<file path="src/hw/cfp_pkg.sv">
package cfp_pkg;

	// ----------------------------------------------------------------
	// Clock rates
	// ----------------------------------------------------------------
	localparam longint SYS_CLK_HZ = 100_000_000;
	localparam longint OSC_HZ = 3_686_400;
	localparam longint PLL_MUL = 13;
	localparam longint DIV_SLOW = 5;
	localparam longint DIV_FAST = 4;
	localparam int NCO_W = 32;

	// Phase step per system clock; carries toggle the bit clock level
	function automatic logic [NCO_W-1:0] cfp_nco_inc(input longint div);
		longint num;
		num = 2 * OSC_HZ * PLL_MUL * (64'd1 << NCO_W);
		return NCO_W'(num / (div * SYS_CLK_HZ));
	endfunction

	localparam logic [NCO_W-1:0] NCO_INC_SLOW = cfp_nco_inc(DIV_SLOW);
	localparam logic [NCO_W-1:0] NCO_INC_FAST = cfp_nco_inc(DIV_FAST);

	// ----------------------------------------------------------------
	// Frame geometry and subframe 0 fields
	// ----------------------------------------------------------------
	localparam int CNT_W = 7;
	localparam logic [CNT_W-1:0] CNT_LAST = 7'h7f;
	localparam logic [CNT_W-1:0] CNT_SUB1 = 7'h40;
	localparam logic [CNT_W-1:0] CNT_START = 7'h7e;
	localparam int SUB_BITS = 64;
	localparam int AUDIO_LO = 48;
	localparam int ZERO_BIT = 47;
	localparam int ADDR_LO = 43;
	localparam int RW_BIT = 42;
	localparam int PAD_HI = 41;
	localparam int PAD_LO = 34;
	localparam int AV_BIT = 33;
	localparam int TV_BIT = 32;
	localparam int TEL_LO = 16;
	localparam int SAMPLE_W = 16;
	localparam int ADDR_W = 4;
	localparam int FIFO_DEPTH = 8;

	// ----------------------------------------------------------------
	// Register map
	// ----------------------------------------------------------------
	localparam logic [7:0] REG_CTRL = 8'h00;
	localparam logic [7:0] REG_STATUS = 8'h04;
	localparam logic [7:0] REG_AUDIO = 8'h08;
	localparam logic [7:0] REG_TELECOM = 8'h0c;
	localparam logic [7:0] REG_REQ = 8'h10;
	localparam logic [7:0] REG_RESULT = 8'h14;
	localparam logic [31:0] CTRL_RESET = 32'h0000_0000;
	localparam int CTRL_EN_BIT = 0;
	localparam int CTRL_FAST_BIT = 1;
	localparam int CTRL_EXT_BIT = 2;
	localparam int CTRL_ADIV_LO = 8;
	localparam int CTRL_TDIV_LO = 16;
	localparam int DIV_W = 7;
	localparam int REQ_W = 21;
	localparam int REQ_RW_BIT = 20;
	localparam int REQ_ADDR_LO = 16;
	localparam int RESULT_VALID_BIT = 31;

endpackage

</file>
<file path="src/hw/cfp_codec_frame_port.sv">
// Summary of operation
// - Frames are 128 bit clocks: two 64-bit subframes, marked by frame sync.
// - Control bit picks internal bit clock: oscillator times 13, over 5 or 4.
// - Optionally the bit clock comes from an external clock pin.
// - All codec traffic rides in subframe 0; subframe 1 stays unused.
// - Frame sync is high one bit period, the 128th clock; frames abut.
// - Sync rise loads available audio and telecom words, sets valid flags.
// - Pending register request loads address, data and write-not-read bit.
// - Fields without fresh data resend last frame's value.
// - While enabled, frames run continuously even with nothing to send.
// - Bits 63:48 audio, 47 zero, 46:43 address, 42 write, 41:34 zero.
// - Bit 33 audio valid, 32 telecom valid, 31:16 telecom, 15:0 data.
// - Drive data on bit clock rise, sample incoming data on fall.
// - Shift out MSB first from bit 63, receive bit enters at bit 0.
// - After 64 clocks unpack received fields to FIFOs and result register.
// - During subframe 1 the shifter and unpack logic are held idle.
// - Serial output is low whenever not shifting data.
// - Four 8 by 16 FIFOs: audio/telecom transmit and receive.
// - A 21-bit request register and a 21-bit read result register.
// - 7-bit divisors load modulus counters on enable, decrement on bit clock.
// - After reset the port is off and its pins are all inputs.
`timescale 1ns/1ns
module cfp_codec_frame_port
	import cfp_pkg::*;
#(
	parameter int FIFO_DEPTH_P = FIFO_DEPTH
) (
	input wire logic i_sys_clk,
	input wire logic i_reset,
	input wire logic [7:0] i_addr,
	input wire logic [31:0] i_wr_data,
	input wire logic i_wr_stb,
	input wire logic i_rd_stb,
	input wire logic i_serial_in_pin,
	input wire logic i_ext_bit_clk_pin,
	output logic [31:0] o_rd_data_r,
	output logic o_bit_clk_r,
	output logic o_bit_clk_oe_n_r,
	output logic o_frame_sync_r,
	output logic o_frame_sync_oe_n_r,
	output logic o_serial_out_r,
	output logic o_serial_out_oe_n_r
);
	// ----------------------------------------------------------------
	// Declarations
	// ----------------------------------------------------------------
	logic [31:0] ctrl_r;
	logic en;
	logic en_d_r;
	logic en_rise;
	logic rise_tick;
	logic fall_tick;
	logic [CNT_W-1:0] cnt_r;
	logic [CNT_W-1:0] cnt_nxt;
	logic load;
	logic unpack;
	logic shift_in;
	logic gated_r;
	logic [SUB_BITS-1:0] sh_r;
	logic [SUB_BITS-1:0] tx_frame;
	logic rx_meta_r;
	logic rx_sync_r;
	logic [SAMPLE_W-1:0] last_audio_r;
	logic [SAMPLE_W-1:0] last_tel_r;
	logic [REQ_W-1:0] last_req_r;
	logic [REQ_W-1:0] req_r;
	logic [REQ_W-1:0] req_fields;
	logic req_pending_r;
	logic inflight_r;
	logic [REQ_W-1:0] result_r;
	logic result_valid_r;
	logic [DIV_W-1:0] a_mod_r;
	logic [DIV_W-1:0] t_mod_r;
	logic [DIV_W-1:0] a_div;
	logic [DIV_W-1:0] t_div;
	logic [SAMPLE_W-1:0] atx_head, ttx_head, arx_head, trx_head;
	logic atx_full, atx_empty, ttx_full, ttx_empty;
	logic arx_full, arx_empty, trx_full, trx_empty;
	logic atx_push, ttx_push, arx_pop, trx_pop;
	logic arx_push, trx_push;
	logic wr_ctrl, wr_req, rd_result;
	logic [31:0] status;
	logic [31:0] rd_mux;

	function automatic logic cfp_hit(input logic stb, input logic [7:0] a,
		input logic [7:0] off);
		return stb && (a == off);
	endfunction

	function automatic logic [DIV_W-1:0] cfp_mod_next(
		input logic [DIV_W-1:0] cur, input logic [DIV_W-1:0] div);
		return (cur == '0) ? div : DIV_W'(cur - 1'b1);
	endfunction

	// ----------------------------------------------------------------
	// Register bus decode
	// ----------------------------------------------------------------
	assign en = ctrl_r[CTRL_EN_BIT];
	assign en_rise = en && !en_d_r;
	assign a_div = ctrl_r[CTRL_ADIV_LO +: DIV_W];
	assign t_div = ctrl_r[CTRL_TDIV_LO +: DIV_W];
	assign wr_ctrl = cfp_hit(i_wr_stb, i_addr, REG_CTRL);
	assign wr_req = cfp_hit(i_wr_stb, i_addr, REG_REQ);
	assign rd_result = cfp_hit(i_rd_stb, i_addr, REG_RESULT);
	assign atx_push = cfp_hit(i_wr_stb, i_addr, REG_AUDIO);
	assign ttx_push = cfp_hit(i_wr_stb, i_addr, REG_TELECOM);
	assign arx_pop = cfp_hit(i_rd_stb, i_addr, REG_AUDIO);
	assign trx_pop = cfp_hit(i_rd_stb, i_addr, REG_TELECOM);

	assign status = {1'b0, t_mod_r, 1'b0, a_mod_r, 6'h00, gated_r,
		result_valid_r, req_pending_r, trx_empty, arx_empty, ttx_empty,
		ttx_full, atx_empty, atx_full, en};

	always_comb begin
		rd_mux = 32'h0000_0000;
		unique case (i_addr)
			REG_CTRL: rd_mux = ctrl_r;
			REG_STATUS: rd_mux = status;
			REG_AUDIO: rd_mux = arx_empty ? 32'h0 : {16'h0000, arx_head};
			REG_TELECOM: rd_mux = trx_empty ? 32'h0 : {16'h0000, trx_head};
			REG_REQ: rd_mux = {11'h000, req_r};
			REG_RESULT: rd_mux = {result_valid_r, 10'h000, result_r};
			default: rd_mux = 32'h0000_0000;
		endcase
	end

	always_ff @(posedge i_sys_clk) begin
		if (i_reset) begin
			o_rd_data_r <= 32'h0000_0000;
		end else begin
			o_rd_data_r <= i_rd_stb ? rd_mux : 32'h0000_0000;
		end
	end

	// Reset leaves the port disabled
	always_ff @(posedge i_sys_clk) begin
		if (i_reset) begin
			ctrl_r <= CTRL_RESET;
			en_d_r <= 1'b0;
		end else begin
			en_d_r <= en;
			if (wr_ctrl) begin
				ctrl_r <= i_wr_data;
			end
		end
	end

	// ----------------------------------------------------------------
	// Sample FIFOs and bit clock source
	// ----------------------------------------------------------------
	cfp_fifo #(.WIDTH(SAMPLE_W), .DEPTH(FIFO_DEPTH_P)) u_atx (
		.i_sys_clk(i_sys_clk), .i_reset(i_reset), .i_push(atx_push),
		.i_push_data(i_wr_data[SAMPLE_W-1:0]), .i_pop(load && !atx_empty),
		.o_head(atx_head), .o_full(atx_full), .o_empty(atx_empty));
	cfp_fifo #(.WIDTH(SAMPLE_W), .DEPTH(FIFO_DEPTH_P)) u_ttx (
		.i_sys_clk(i_sys_clk), .i_reset(i_reset), .i_push(ttx_push),
		.i_push_data(i_wr_data[SAMPLE_W-1:0]), .i_pop(load && !ttx_empty),
		.o_head(ttx_head), .o_full(ttx_full), .o_empty(ttx_empty));
	cfp_fifo #(.WIDTH(SAMPLE_W), .DEPTH(FIFO_DEPTH_P)) u_arx (
		.i_sys_clk(i_sys_clk), .i_reset(i_reset), .i_push(arx_push),
		.i_push_data(sh_r[AUDIO_LO +: SAMPLE_W]), .i_pop(arx_pop),
		.o_head(arx_head), .o_full(arx_full), .o_empty(arx_empty));
	cfp_fifo #(.WIDTH(SAMPLE_W), .DEPTH(FIFO_DEPTH_P)) u_trx (
		.i_sys_clk(i_sys_clk), .i_reset(i_reset), .i_push(trx_push),
		.i_push_data(sh_r[TEL_LO +: SAMPLE_W]), .i_pop(trx_pop),
		.o_head(trx_head), .o_full(trx_full), .o_empty(trx_empty));

	cfp_bclk_gen u_bclk (
		.i_sys_clk(i_sys_clk),
		.i_reset(i_reset),
		.i_run(en),
		.i_fast(ctrl_r[CTRL_FAST_BIT]),
		.i_ext_sel(ctrl_r[CTRL_EXT_BIT]),
		.i_ext_clk_pin(i_ext_bit_clk_pin),
		.o_rise(rise_tick),
		.o_fall(fall_tick)
	);

	// ----------------------------------------------------------------
	// Frame timing
	// ----------------------------------------------------------------
	assign cnt_nxt = CNT_W'(cnt_r + 1'b1);
	assign load = en && rise_tick && (cnt_nxt == CNT_LAST);
	assign unpack = en && rise_tick && (cnt_nxt == CNT_SUB1);
	assign shift_in = en && fall_tick && !gated_r && (cnt_r < CNT_SUB1);

	// Count restarts one short of the sync slot so the first frame opens
	// with a sync pulse; afterwards it wraps freely, frames back to back
	always_ff @(posedge i_sys_clk) begin
		if (i_reset || !en) begin
			cnt_r <= CNT_START;
		end else if (rise_tick) begin
			cnt_r <= cnt_nxt;
		end
	end

	always_ff @(posedge i_sys_clk) begin
		if (i_reset || !en) begin
			gated_r <= 1'b0;
		end else if (rise_tick) begin
			gated_r <= (cnt_nxt >= CNT_SUB1) && (cnt_nxt != CNT_LAST);
		end
	end

	// ----------------------------------------------------------------
	// Pins
	// ----------------------------------------------------------------
	always_ff @(posedge i_sys_clk) begin
		if (i_reset) begin
			rx_meta_r <= 1'b0;
			rx_sync_r <= 1'b0;
		end else begin
			rx_meta_r <= i_serial_in_pin;
			rx_sync_r <= rx_meta_r;
		end
	end

	// Disabled: enables high so the pins float as inputs
	always_ff @(posedge i_sys_clk) begin
		if (i_reset || !en) begin
			o_bit_clk_r <= 1'b0;
			o_frame_sync_r <= 1'b0;
			o_serial_out_r <= 1'b0;
			o_bit_clk_oe_n_r <= 1'b1;
			o_frame_sync_oe_n_r <= 1'b1;
			o_serial_out_oe_n_r <= 1'b1;
		end else begin
			o_bit_clk_oe_n_r <= 1'b0;
			o_frame_sync_oe_n_r <= 1'b0;
			o_serial_out_oe_n_r <= 1'b0;
			if (rise_tick) begin
				o_bit_clk_r <= 1'b1;
				o_frame_sync_r <= (cnt_nxt == CNT_LAST);
				o_serial_out_r <= (cnt_nxt < CNT_SUB1) ? sh_r[SUB_BITS-1] : 1'b0;
			end else if (fall_tick) begin
				o_bit_clk_r <= 1'b0;
			end
		end
	end

	// ----------------------------------------------------------------
	// Transmit frame assembly
	// ----------------------------------------------------------------
	assign req_fields = req_pending_r ? req_r : last_req_r;

	always_comb begin
		tx_frame = '0;
		tx_frame[AUDIO_LO +: SAMPLE_W] = atx_empty ? last_audio_r : atx_head;
		tx_frame[ADDR_LO +: ADDR_W] = req_fields[REQ_ADDR_LO +: ADDR_W];
		tx_frame[RW_BIT] = req_fields[REQ_RW_BIT];
		tx_frame[AV_BIT] = !atx_empty;
		tx_frame[TV_BIT] = !ttx_empty;
		tx_frame[TEL_LO +: SAMPLE_W] = ttx_empty ? last_tel_r : ttx_head;
		tx_frame[SAMPLE_W-1:0] = req_fields[SAMPLE_W-1:0];
	end

	// Shifter updates only in the sync slot and subframe 0
	always_ff @(posedge i_sys_clk) begin
		if (i_reset) begin
			sh_r <= '0;
		end else if (load) begin
			sh_r <= tx_frame;
		end else if (shift_in) begin
			sh_r <= {sh_r[SUB_BITS-2:0], rx_sync_r};
		end
	end

	always_ff @(posedge i_sys_clk) begin
		if (i_reset) begin
			last_audio_r <= '0;
			last_tel_r <= '0;
			last_req_r <= '0;
		end else if (load) begin
			last_audio_r <= tx_frame[AUDIO_LO +: SAMPLE_W];
			last_tel_r <= tx_frame[TEL_LO +: SAMPLE_W];
			last_req_r <= req_fields;
		end
	end

	// ----------------------------------------------------------------
	// Codec register request and result
	// ----------------------------------------------------------------
	// A software write in the same cycle as a load wins and stays pending
	always_ff @(posedge i_sys_clk) begin
		if (i_reset) begin
			req_r <= '0;
			req_pending_r <= 1'b0;
		end else if (wr_req) begin
			req_r <= i_wr_data[REQ_W-1:0];
			req_pending_r <= 1'b1;
		end else if (load) begin
			req_pending_r <= 1'b0;
		end
	end

	always_ff @(posedge i_sys_clk) begin
		if (i_reset) begin
			inflight_r <= 1'b0;
		end else if (load) begin
			// The frame carries the old request even when a new one lands
			inflight_r <= req_pending_r && !req_r[REQ_RW_BIT];
		end else if (unpack) begin
			inflight_r <= 1'b0;
		end
	end

	assign arx_push = unpack && sh_r[AV_BIT];
	assign trx_push = unpack && sh_r[TV_BIT];

	always_ff @(posedge i_sys_clk) begin
		if (i_reset) begin
			result_r <= '0;
			result_valid_r <= 1'b0;
		end else if (unpack && inflight_r) begin
			result_r <= {sh_r[RW_BIT], sh_r[ADDR_LO +: ADDR_W],
				sh_r[SAMPLE_W-1:0]};
			result_valid_r <= 1'b1;
		end else if (rd_result) begin
			result_valid_r <= 1'b0;
		end
	end

	// ----------------------------------------------------------------
	// Sample rate modulus counters
	// ----------------------------------------------------------------
	always_ff @(posedge i_sys_clk) begin
		if (i_reset) begin
			a_mod_r <= '0;
			t_mod_r <= '0;
		end else if (!en || en_rise) begin
			a_mod_r <= a_div;
			t_mod_r <= t_div;
		end else if (rise_tick) begin
			a_mod_r <= cfp_mod_next(a_mod_r, a_div);
			t_mod_r <= cfp_mod_next(t_mod_r, t_div);
		end
	end
endmodule

</file>
<file path="src/hw/cfp_fifo.sv">
`timescale 1ns/1ns
module cfp_fifo #(
	parameter int WIDTH = 16,
	parameter int DEPTH = 8
) (
	input wire logic i_sys_clk,
	input wire logic i_reset,
	input wire logic i_push,
	input wire logic [WIDTH-1:0] i_push_data,
	input wire logic i_pop,
	output logic [WIDTH-1:0] o_head,
	output logic o_full,
	output logic o_empty
);
	localparam int PW = (DEPTH > 1) ? $clog2(DEPTH) : 1;
	localparam int CW = $clog2(DEPTH + 1);
	localparam logic [CW-1:0] FULL_CNT = CW'(DEPTH);
	localparam logic [PW-1:0] LAST_IDX = PW'(DEPTH - 1);

	logic [WIDTH-1:0] mem_r [DEPTH];
	logic [PW-1:0] wr_ptr_r;
	logic [PW-1:0] rd_ptr_r;
	logic [CW-1:0] count_r;
	logic do_push;
	logic do_pop;

	function automatic logic [PW-1:0] cfp_ptr_inc(input logic [PW-1:0] p);
		return (p == LAST_IDX) ? '0 : PW'(p + 1'b1);
	endfunction

	assign o_full = (count_r == FULL_CNT);
	assign o_empty = (count_r == '0);
	assign o_head = mem_r[rd_ptr_r];
	// Overflowing pushes and empty pops are dropped
	assign do_push = i_push && !o_full;
	assign do_pop = i_pop && !o_empty;

	always_ff @(posedge i_sys_clk) begin
		if (do_push) begin
			mem_r[wr_ptr_r] <= i_push_data;
		end
	end

	always_ff @(posedge i_sys_clk) begin
		if (i_reset) begin
			wr_ptr_r <= '0;
			rd_ptr_r <= '0;
			count_r <= '0;
		end else begin
			if (do_push) begin
				wr_ptr_r <= cfp_ptr_inc(wr_ptr_r);
			end
			if (do_pop) begin
				rd_ptr_r <= cfp_ptr_inc(rd_ptr_r);
			end
			if (do_push && !do_pop) begin
				count_r <= CW'(count_r + 1'b1);
			end else if (do_pop && !do_push) begin
				count_r <= CW'(count_r - 1'b1);
			end
		end
	end

endmodule

</file>
<file path="src/hw/cfp_bclk_gen.sv">
`timescale 1ns/1ns
module cfp_bclk_gen
	import cfp_pkg::*;
(
	input wire logic i_sys_clk,
	input wire logic i_reset,
	input wire logic i_run,
	input wire logic i_fast,
	input wire logic i_ext_sel,
	input wire logic i_ext_clk_pin,
	output logic o_rise,
	output logic o_fall
);
	logic [NCO_W-1:0] acc_r;
	logic [NCO_W:0] acc_sum;
	logic phase_r;
	logic ext_meta_r;
	logic ext_sync_r;
	logic ext_prev_r;

	// ----------------------------------------------------------------
	// Internal oscillator path
	// ----------------------------------------------------------------
	// Fractional accumulator: edges jitter by one system clock, but the
	// long-run rate is the multiplied-and-divided oscillator rate
	assign acc_sum = {1'b0, acc_r} +
		{1'b0, (i_fast ? NCO_INC_FAST : NCO_INC_SLOW)};

	always_ff @(posedge i_sys_clk) begin
		if (i_reset || !i_run) begin
			acc_r <= '0;
			phase_r <= 1'b0;
		end else begin
			acc_r <= acc_sum[NCO_W-1:0];
			if (acc_sum[NCO_W]) begin
				phase_r <= !phase_r;
			end
		end
	end

	// ----------------------------------------------------------------
	// External clock path
	// ----------------------------------------------------------------
	always_ff @(posedge i_sys_clk) begin
		if (i_reset) begin
			ext_meta_r <= 1'b0;
			ext_sync_r <= 1'b0;
			ext_prev_r <= 1'b0;
		end else begin
			ext_meta_r <= i_ext_clk_pin;
			ext_sync_r <= ext_meta_r;
			ext_prev_r <= ext_sync_r;
		end
	end

	always_ff @(posedge i_sys_clk) begin
		if (i_reset || !i_run) begin
			o_rise <= 1'b0;
			o_fall <= 1'b0;
		end else if (i_ext_sel) begin
			o_rise <= ext_sync_r && !ext_prev_r;
			o_fall <= !ext_sync_r && ext_prev_r;
		end else begin
			o_rise <= acc_sum[NCO_W] && !phase_r;
			o_fall <= acc_sum[NCO_W] && phase_r;
		end
	end

endmodule

</file>
<file path="config.mk">
export PLATFORM = sky130hd
export DESIGN_NAME = cfp_codec_frame_port
export DESIGN_NICKNAME = d
export VERILOG_FILES = /design/src/hw/cfp_pkg.sv /design/src/hw/cfp_codec_frame_port.sv /design/src/hw/cfp_fifo.sv /design/src/hw/cfp_bclk_gen.sv
export SDC_FILE = /design/constraint.sdc
export NUM_CORES = 1
export LEC_CHECK = 0
export ABC_AREA = 0
export BUFFER_PORTS_ARGS = -buffer_cell sky130_fd_sc_hd__buf_2
export CAP_MARGIN = 40
export CORE_UTILIZATION = 60
export DETAILED_ROUTE_END_ITERATION = 10
export GPL_TIMING_DRIVEN = 0
export PLACE_DENSITY = 0.77
export SYNTH_ARGS = -nofsm -noshare
export SYNTH_HDL_FRONTEND = slang
export SYNTH_SLANG_ARGS = --single-unit
</file>
<file path="constraint.sdc">
create_clock -name i_sys_clk -period 7.2 [get_ports i_sys_clk]
set_input_delay 0.36 -clock i_sys_clk [delete_from_list [all_inputs] [get_ports i_sys_clk]]
set_output_delay 0.36 -clock i_sys_clk [all_outputs]
set_load 0.05 [all_outputs]
</file>
* Word level (Yosys, flattened, before mapping)
Memory sizes are Yosys's and may differ from the RTL's. A register that Yosys moved wholly into a read port is not among the register bits. Cells that the tools add are included.
Storage, ports and cells: register bits 333, RAM bits 512, input bits 46, output and inout port bits 38, logic and storage cells 234, memories kept 4
Cells by class: add/subtract/negate cells 20, $lt $le $gt $ge 3, eq/ne operators 20, multiplexer cells 59, bitwise gates (word level) 1, reductions and logical operators 85
Memory list:
- u_arx.mem_r | words 8, bits a word 16, read ports 1, clocked after memory_dff 1, wr ports 1, RTL line cfp_fifo.sv:20 | logic [WIDTH-1:0] mem_r [DEPTH];
- u_atx.mem_r | words 8, bits a word 16, read ports 1, clocked after memory_dff 1, wr ports 1, RTL line cfp_fifo.sv:20
- u_trx.mem_r | words 8, bits a word 16, read ports 1, clocked after memory_dff 1, wr ports 1, RTL line cfp_fifo.sv:20
- u_ttx.mem_r | words 8, bits a word 16, read ports 1, clocked after memory_dff 1, wr ports 1, RTL line cfp_fifo.sv:20
Operators with widths (count):
- 32-bit one-hot mux with 6 select lines | 1
- 64-bit two-way mux | 2
- 16-bit two-way mux | 4
- 3-bit two-way mux | 16
- 7-bit two-way mux | 6
- 1-bit logical AND | 41
- 32-bit by 32-bit adder with 33-bit output | 1
- 4-bit two-way mux | 8
- 28-bit two-way mux | 1
- 3-bit by 1-bit adder with 3-bit output, second input constant | 8
- 3-bit == test, second input constant | 8
- 1-bit logical NOT | 23
- 21-bit two-way mux | 1
- 1-bit two-way mux | 20
- 2-bit nonzero test | 10
- 4-bit by 1-bit adder with 4-bit output, second input constant | 4
- 4-bit == test, second input constant | 4
- 8-bit by 4-bit == test with 1-bit output, second input constant | 2
- 8-bit by 5-bit == test with 1-bit output, second input constant | 2
- 4-bit logical NOT | 4
- 4-bit by 1-bit subtractor with 4-bit output, second input constant | 4
- 7-bit == test, second input constant | 2
- 7-bit logical NOT | 2
- 7-bit < comparator, second input constant | 2
- other kinds (9) | 12

* Longest topological paths before layout
depth after elaboration 9, gate-level depth with buffers 17, gate-level depth less buffers 14

* By module
A second synthesis with hierarchy kept.
Unflattened totals: cells, all modules 2644, area, all modules 37044.3 um^2
Modules (own cells, without submodules):
- cfp_codec_frame_port | instances 1, cells each 1299, area each 12095.4 um^2
- cfp_fifo (u_arx ...) | instances 2, cells each 261, area each 5605.4 um^2
- cfp_fifo (u_trx ...) | instances 2, cells each 261, area each 5601.6 um^2
- cfp_bclk_gen | instances 1, cells each 301, area each 2534.9 um^2

* Least setup slack after synthesis
OpenSTA, ideal clock, no wires.
path type in2reg, from input i_addr[1], to memory u_ttx.mem_r[4][0], enable pin, setup time 0.436 ns, data arrival time 3.327 ns, data required time 6.764 ns, path slack 3.437 ns, stages 6, cell sequence or4_4 -> nor2_4 -> nand2_2 -> nor3b_2 -> nand3_1 -> nor4b_1
On the way: cells in the longest elaborated chain, start to end 5
Ends and longest elaborated chain:
- start: declaration | RTL line cfp_codec_frame_port.sv:30 | input wire logic [7:0] i_addr,
- 8-bit by 4-bit == test with 1-bit output | RTL line cfp_codec_frame_port.sv:87 | return stb && (a == off);
- 1-bit logical AND | RTL line cfp_codec_frame_port.sv:87
- 1-bit logical AND | RTL line cfp_fifo.sv:35 | assign do_push = i_push && !o_full;
- 1-bit two-way mux | RTL line cfp_fifo.sv:39 | if (do_push) begin
- 1-bit two-way mux (not written as such) | RTL line cfp_fifo.sv:40 | mem_r[wr_ptr_r] <= i_push_data;
- end: declaration | RTL line cfp_fifo.sv:20
No other way between the ends.

* Worst setup path after layout
from register cnt_r[1], to register u_atx.count_r[3]
On the way: cells in the longest elaborated chain, start to end 8, elaborated cells between the ends (all ways) 10, those cells by class 1 x add/sub; 1 x eq/ne; 1 x mux; 7 x reduce/logical
Ends and longest elaborated chain:
- start: declaration | RTL line cfp_codec_frame_port.sv:53 | logic [CNT_W-1:0] cnt_r;
- start signal: assignment | RTL line cfp_codec_frame_port.sv:193 | cnt_r <= cnt_nxt;
- 7-bit by 1-bit adder with 7-bit output * | RTL line cfp_codec_frame_port.sv:182 | assign cnt_nxt = CNT_W'(cnt_r + 1'b1);
- 7-bit == test * | RTL line cfp_codec_frame_port.sv:183 | assign load = en && rise_tick && (cnt_nxt == CNT_LAST);
- 1-bit logical AND * | RTL line cfp_codec_frame_port.sv:183
- 1-bit logical AND * | RTL line cfp_codec_frame_port.sv:153 | .i_push_data(i_wr_data[SAMPLE_W-1:0]), .i_pop(load && !atx_empty),
- 1-bit logical AND * | RTL line cfp_fifo.sv:36 | assign do_pop = i_pop && !o_empty;
- 1-bit logical NOT | RTL line cfp_fifo.sv:56 | if (do_push && !do_pop) begin
- 1-bit logical AND | RTL line cfp_fifo.sv:56
- 4-bit two-way mux / 2-bit nonzero test (equally long branches)
- end signal: assignment | RTL line cfp_fifo.sv:57 | count_r <= CW'(count_r + 1'b1);
- end signal: assignment | RTL line cfp_fifo.sv:59 | count_r <= CW'(count_r - 1'b1);
- end: declaration | RTL line cfp_fifo.sv:23 | logic [CW-1:0] count_r;
Mark *: on every way between the ends. The rest lies on a longest branch, timed or not. A chain may end at the register's enable or synchronous reset.

==> results.json <==
{
  "synth_most_common_cell": "edfxtp_1",
  "gp_congestion": 0.947,
  "leakagePower_nw": 13.1,
  "grt-ovfl-total": 0,
  "fin_tns_setup_ns": 0,
  "cts_buffers": 84,
  "path_cells": "ha_1 > buf_2 > and3_1 > nand3_1 > xnor2_1 > and4_1 > buf_2 > nand2b_1 > clkbuf_1 > ha_1 > inv_1 > ha_1 > a21o_1 > a21oi_1 > xnor2_1 > or3_1 > a21oi_1",
  "ant_nets": 0,
  "hold_violations": 0,
  "drive_gt1_share_pct": 17.5,
  "skew_ns": 0.0421,
  "status": "completed",
  "synth_top_cell_by_area": "edfxtp_1",
  "hold_ws_ns": 0.0195,
  "post_drt_via_cell_ratio": 6.22,
  "die_w_um": 242,
  "first_iter_violations": 2132,
  "hold_class": "in -> reg",
  "placementRows": 87,
  "dieArea_um2": 58600,
  "fin_area_um2": 39500,
  "clk_pin_slew_worst_paths_ns": 0.06,
  "area_growth_pct": 14.4,
  "drc_errors": 0,
  "instances_no_fill": 3659,
  "synth-seq-cells": 857,
  "postSynthCellCount": 2600,
  "drv_cap": 0,
  "slew_headroom_pct": 34.5,
  "rsz0062_at_grt": "false",
  "dp_cells": 3486,
  "clkLatencyLatePin_ns": 0.65,
  "synthFlopType": "edfxtp_1",
  "power_density_nw_per_um2": 245,
  "coreArea_um2": 56700,
  "synthesis.nets": 2699,
  "cts_tree": "yes",
  "setup-violations-final": 0,
  "ys_seq_area_share_pct": 64.4,
  "ys_warn_count": 0,
  "cts-root-buf": "clkbuf_16",
  "dr.pass1.iters": 8,
  "wl_per_cell_um": 24.1,
  "cts_setup_buffers": 0,
  "worstSetupEndpointType": "flop",
  "pre_cts_slack_ns": 3.20,
  "boundaryPins": 84,
  "grt_pass1_wl_mm": 133,
  "cp_common_cell": "ha_1",
  "nets": 2933,
  "place_area_um2": 36600,
  "synth-edff-count": 512,
  "synth_top_cell_area_share_pct": 44.5,
  "max_stage_delay_ns": 0.51,
  "critPathLaunchType": "flop",
  "synth.distinct_cells": 77,
  "fin_crit_sh_pct": 57.6,
  "cts.sinks": 857,
  "dpl.hpwl_mm": 61.6,
  "drv_slew": 0,
  "arrival_ns": 4.72,
  "fmax_mhz": 241,
  "nFillCells": 3756,
  "synth_area_leaders": "edfxtp_1, dfxtp_1, mux4_2",
  "htreeDepth": 3,
  "synth_area_um2": 34600,
  "routed_wl_mm": 88.0,
  "worstPathMaxFanout": 10,
  "cts_resized": 0,
  "worstSetupPathType": "reg -> reg",
  "synth_common_cells": "edfxtp_1, nand2_1, dfxtp_1",
  "grtUsageTotal_pct": 30.3,
  "vdd_drop_max_v": 0.000223,
  "worstPathRequired_ns": 7.77,
  "min_period_ns": 4.15,
  "start_util_pct": 61.0,
  "io_buffers": 81,
  "worst_slew_pin_slew_ns": 0.983,
  "async_flop_share_pct": 0,
  "vias": 22800,
  "grt_max_degree": 19,
  "antenna_found_initial": 2,
  "syn_avg_cell_area_um2": 13.3,
  "fin_ws_ns": 3.05,
  "grt_pass1_vias": 22300,
  "max-clock-path-buffers": 3,
  "crit_slowest_cell": "dfxtp_1",
  "dieHeight_um": 242
}
[routing by layer]
layer	up-vias	share of wire, %	wire length [um]	track usage (%)
li1	10100	-	-	-
met1	11300	39	34700	40.7
met2	1068	47	41700	49.0
met3	212	8.9	7800	5.41
met4	0	4.4	3840	12.7
met5	-	0	0	0
[power by group]
group / switching (mW) / internal [mW] / total [mW]
registers: 0.00140 / 5.16 / 5.16
clock network: 1.85 / 2.56 / 4.41
logic: 0.0969 / 0.0302 / 0.127
[layout make-up]
class / instances / area, um2 / area share [%]
Inverter: 25 / 93.8 / 0.237
Multi-Input combinational cell: 1564 / 11600 / 29.4
Clock inverter: 45 / 439 / 1.11
Sequential cell: 857 / 22300 / 56.3
Buffer: 154 / 697 / 1.76
Timing Repair Buffer: 148 / 1130 / 2.87
Tap cell: 756 / 946 / 2.39
Antenna cell: 1 / 2.50 / 0.00633
Clock buffer: 109 / 2320 / 5.87
[final timing paths]
kind,from,to,slack (ns),cells after the start
setup / recovery,cnt_r[1],u_atx.count_r[3],3.05,17
hold / removal,i_wr_data[23],ctrl_r[23],0.02,3
setup reg to reg,cnt_r[1],u_atx.count_r[3],3.05,17
hold reg to reg,u_bclk.ext_meta_r,u_bclk.ext_sync_r,0.44,1
[registers in the layout (all words and copies together) (netlist names), 7 cells and up, named ones only]
| name | flops |
|---|---|
| sh_r | 64 |
| t_mod_r | 7 |
| u_arx.mem_r | 128 |
| result_r | 21 |
| u_ttx.mem_r | 128 |
| last_tel_r | 16 |
| a_mod_r | 7 |
| u_bclk.acc_r | 32 |
| cnt_r | 7 |
| req_r | 21 |
| last_req_r | 21 |
| ctrl_r | 32 |
| u_atx.mem_r | 128 |
| o_rd_data_r | 32 |
| u_trx.mem_r | 128 |
| last_audio_r | 16 |
[cells by family after synthesis]
family          Yosys count  synth area share, %
fa+ha+maj                53                 2.00
flops                   857                 64.4
xor+xnor                 38                0.962
simple gates            738                 9.52
compound gates          432                 7.13
mux                     303                 13.7
buf+inv                 179                 2.29
[metrics by stage]
stage / total power [mW] / utilization [%]
6_report: 9.70 / 69.7
5_1_grt: 9.92 / 69.7
4_1_cts: 9.72 / 69.7
3_5_place_dp: 5.39 / 64.6
3_3_place_gp: 5.38 / 63.4
2_1_floorplan: 5.31 / -
[layout by cell type (no fill, tap or decap), types with 32 or more instances in the layout]
cell type and count:
mux4_2 133, nand2_1 377, ha_1 49, mux2i_1 149
buf_2 116, o21ai_0 83, nor2_1 150, a31oi_1 32
edfxtp_1 512, clkbuf_16 87, a21oi_1 206, dfxtp_1 345
clkbuf_1 111, o22ai_1 38
[repair_timing]
action	in CTS	in global routing
hold endpoints to repair	21	0
hold buffers	17	0
endpoints found under the setup margin	0	0
[worst max-delay path, delay by kind of cell (launching register included)]
kind                     cells  cell delay, ns
adder cells (fa/ha/maj)      3            0.73
AND/OR/NAND/NOR              5            1.00
XOR/XNOR                     2            0.52
flip-flops                   1            0.51
AO/OA/AOI/OAI                3            0.48
buffers and inverters        4            0.81
(Power assumes the default switching activity.)
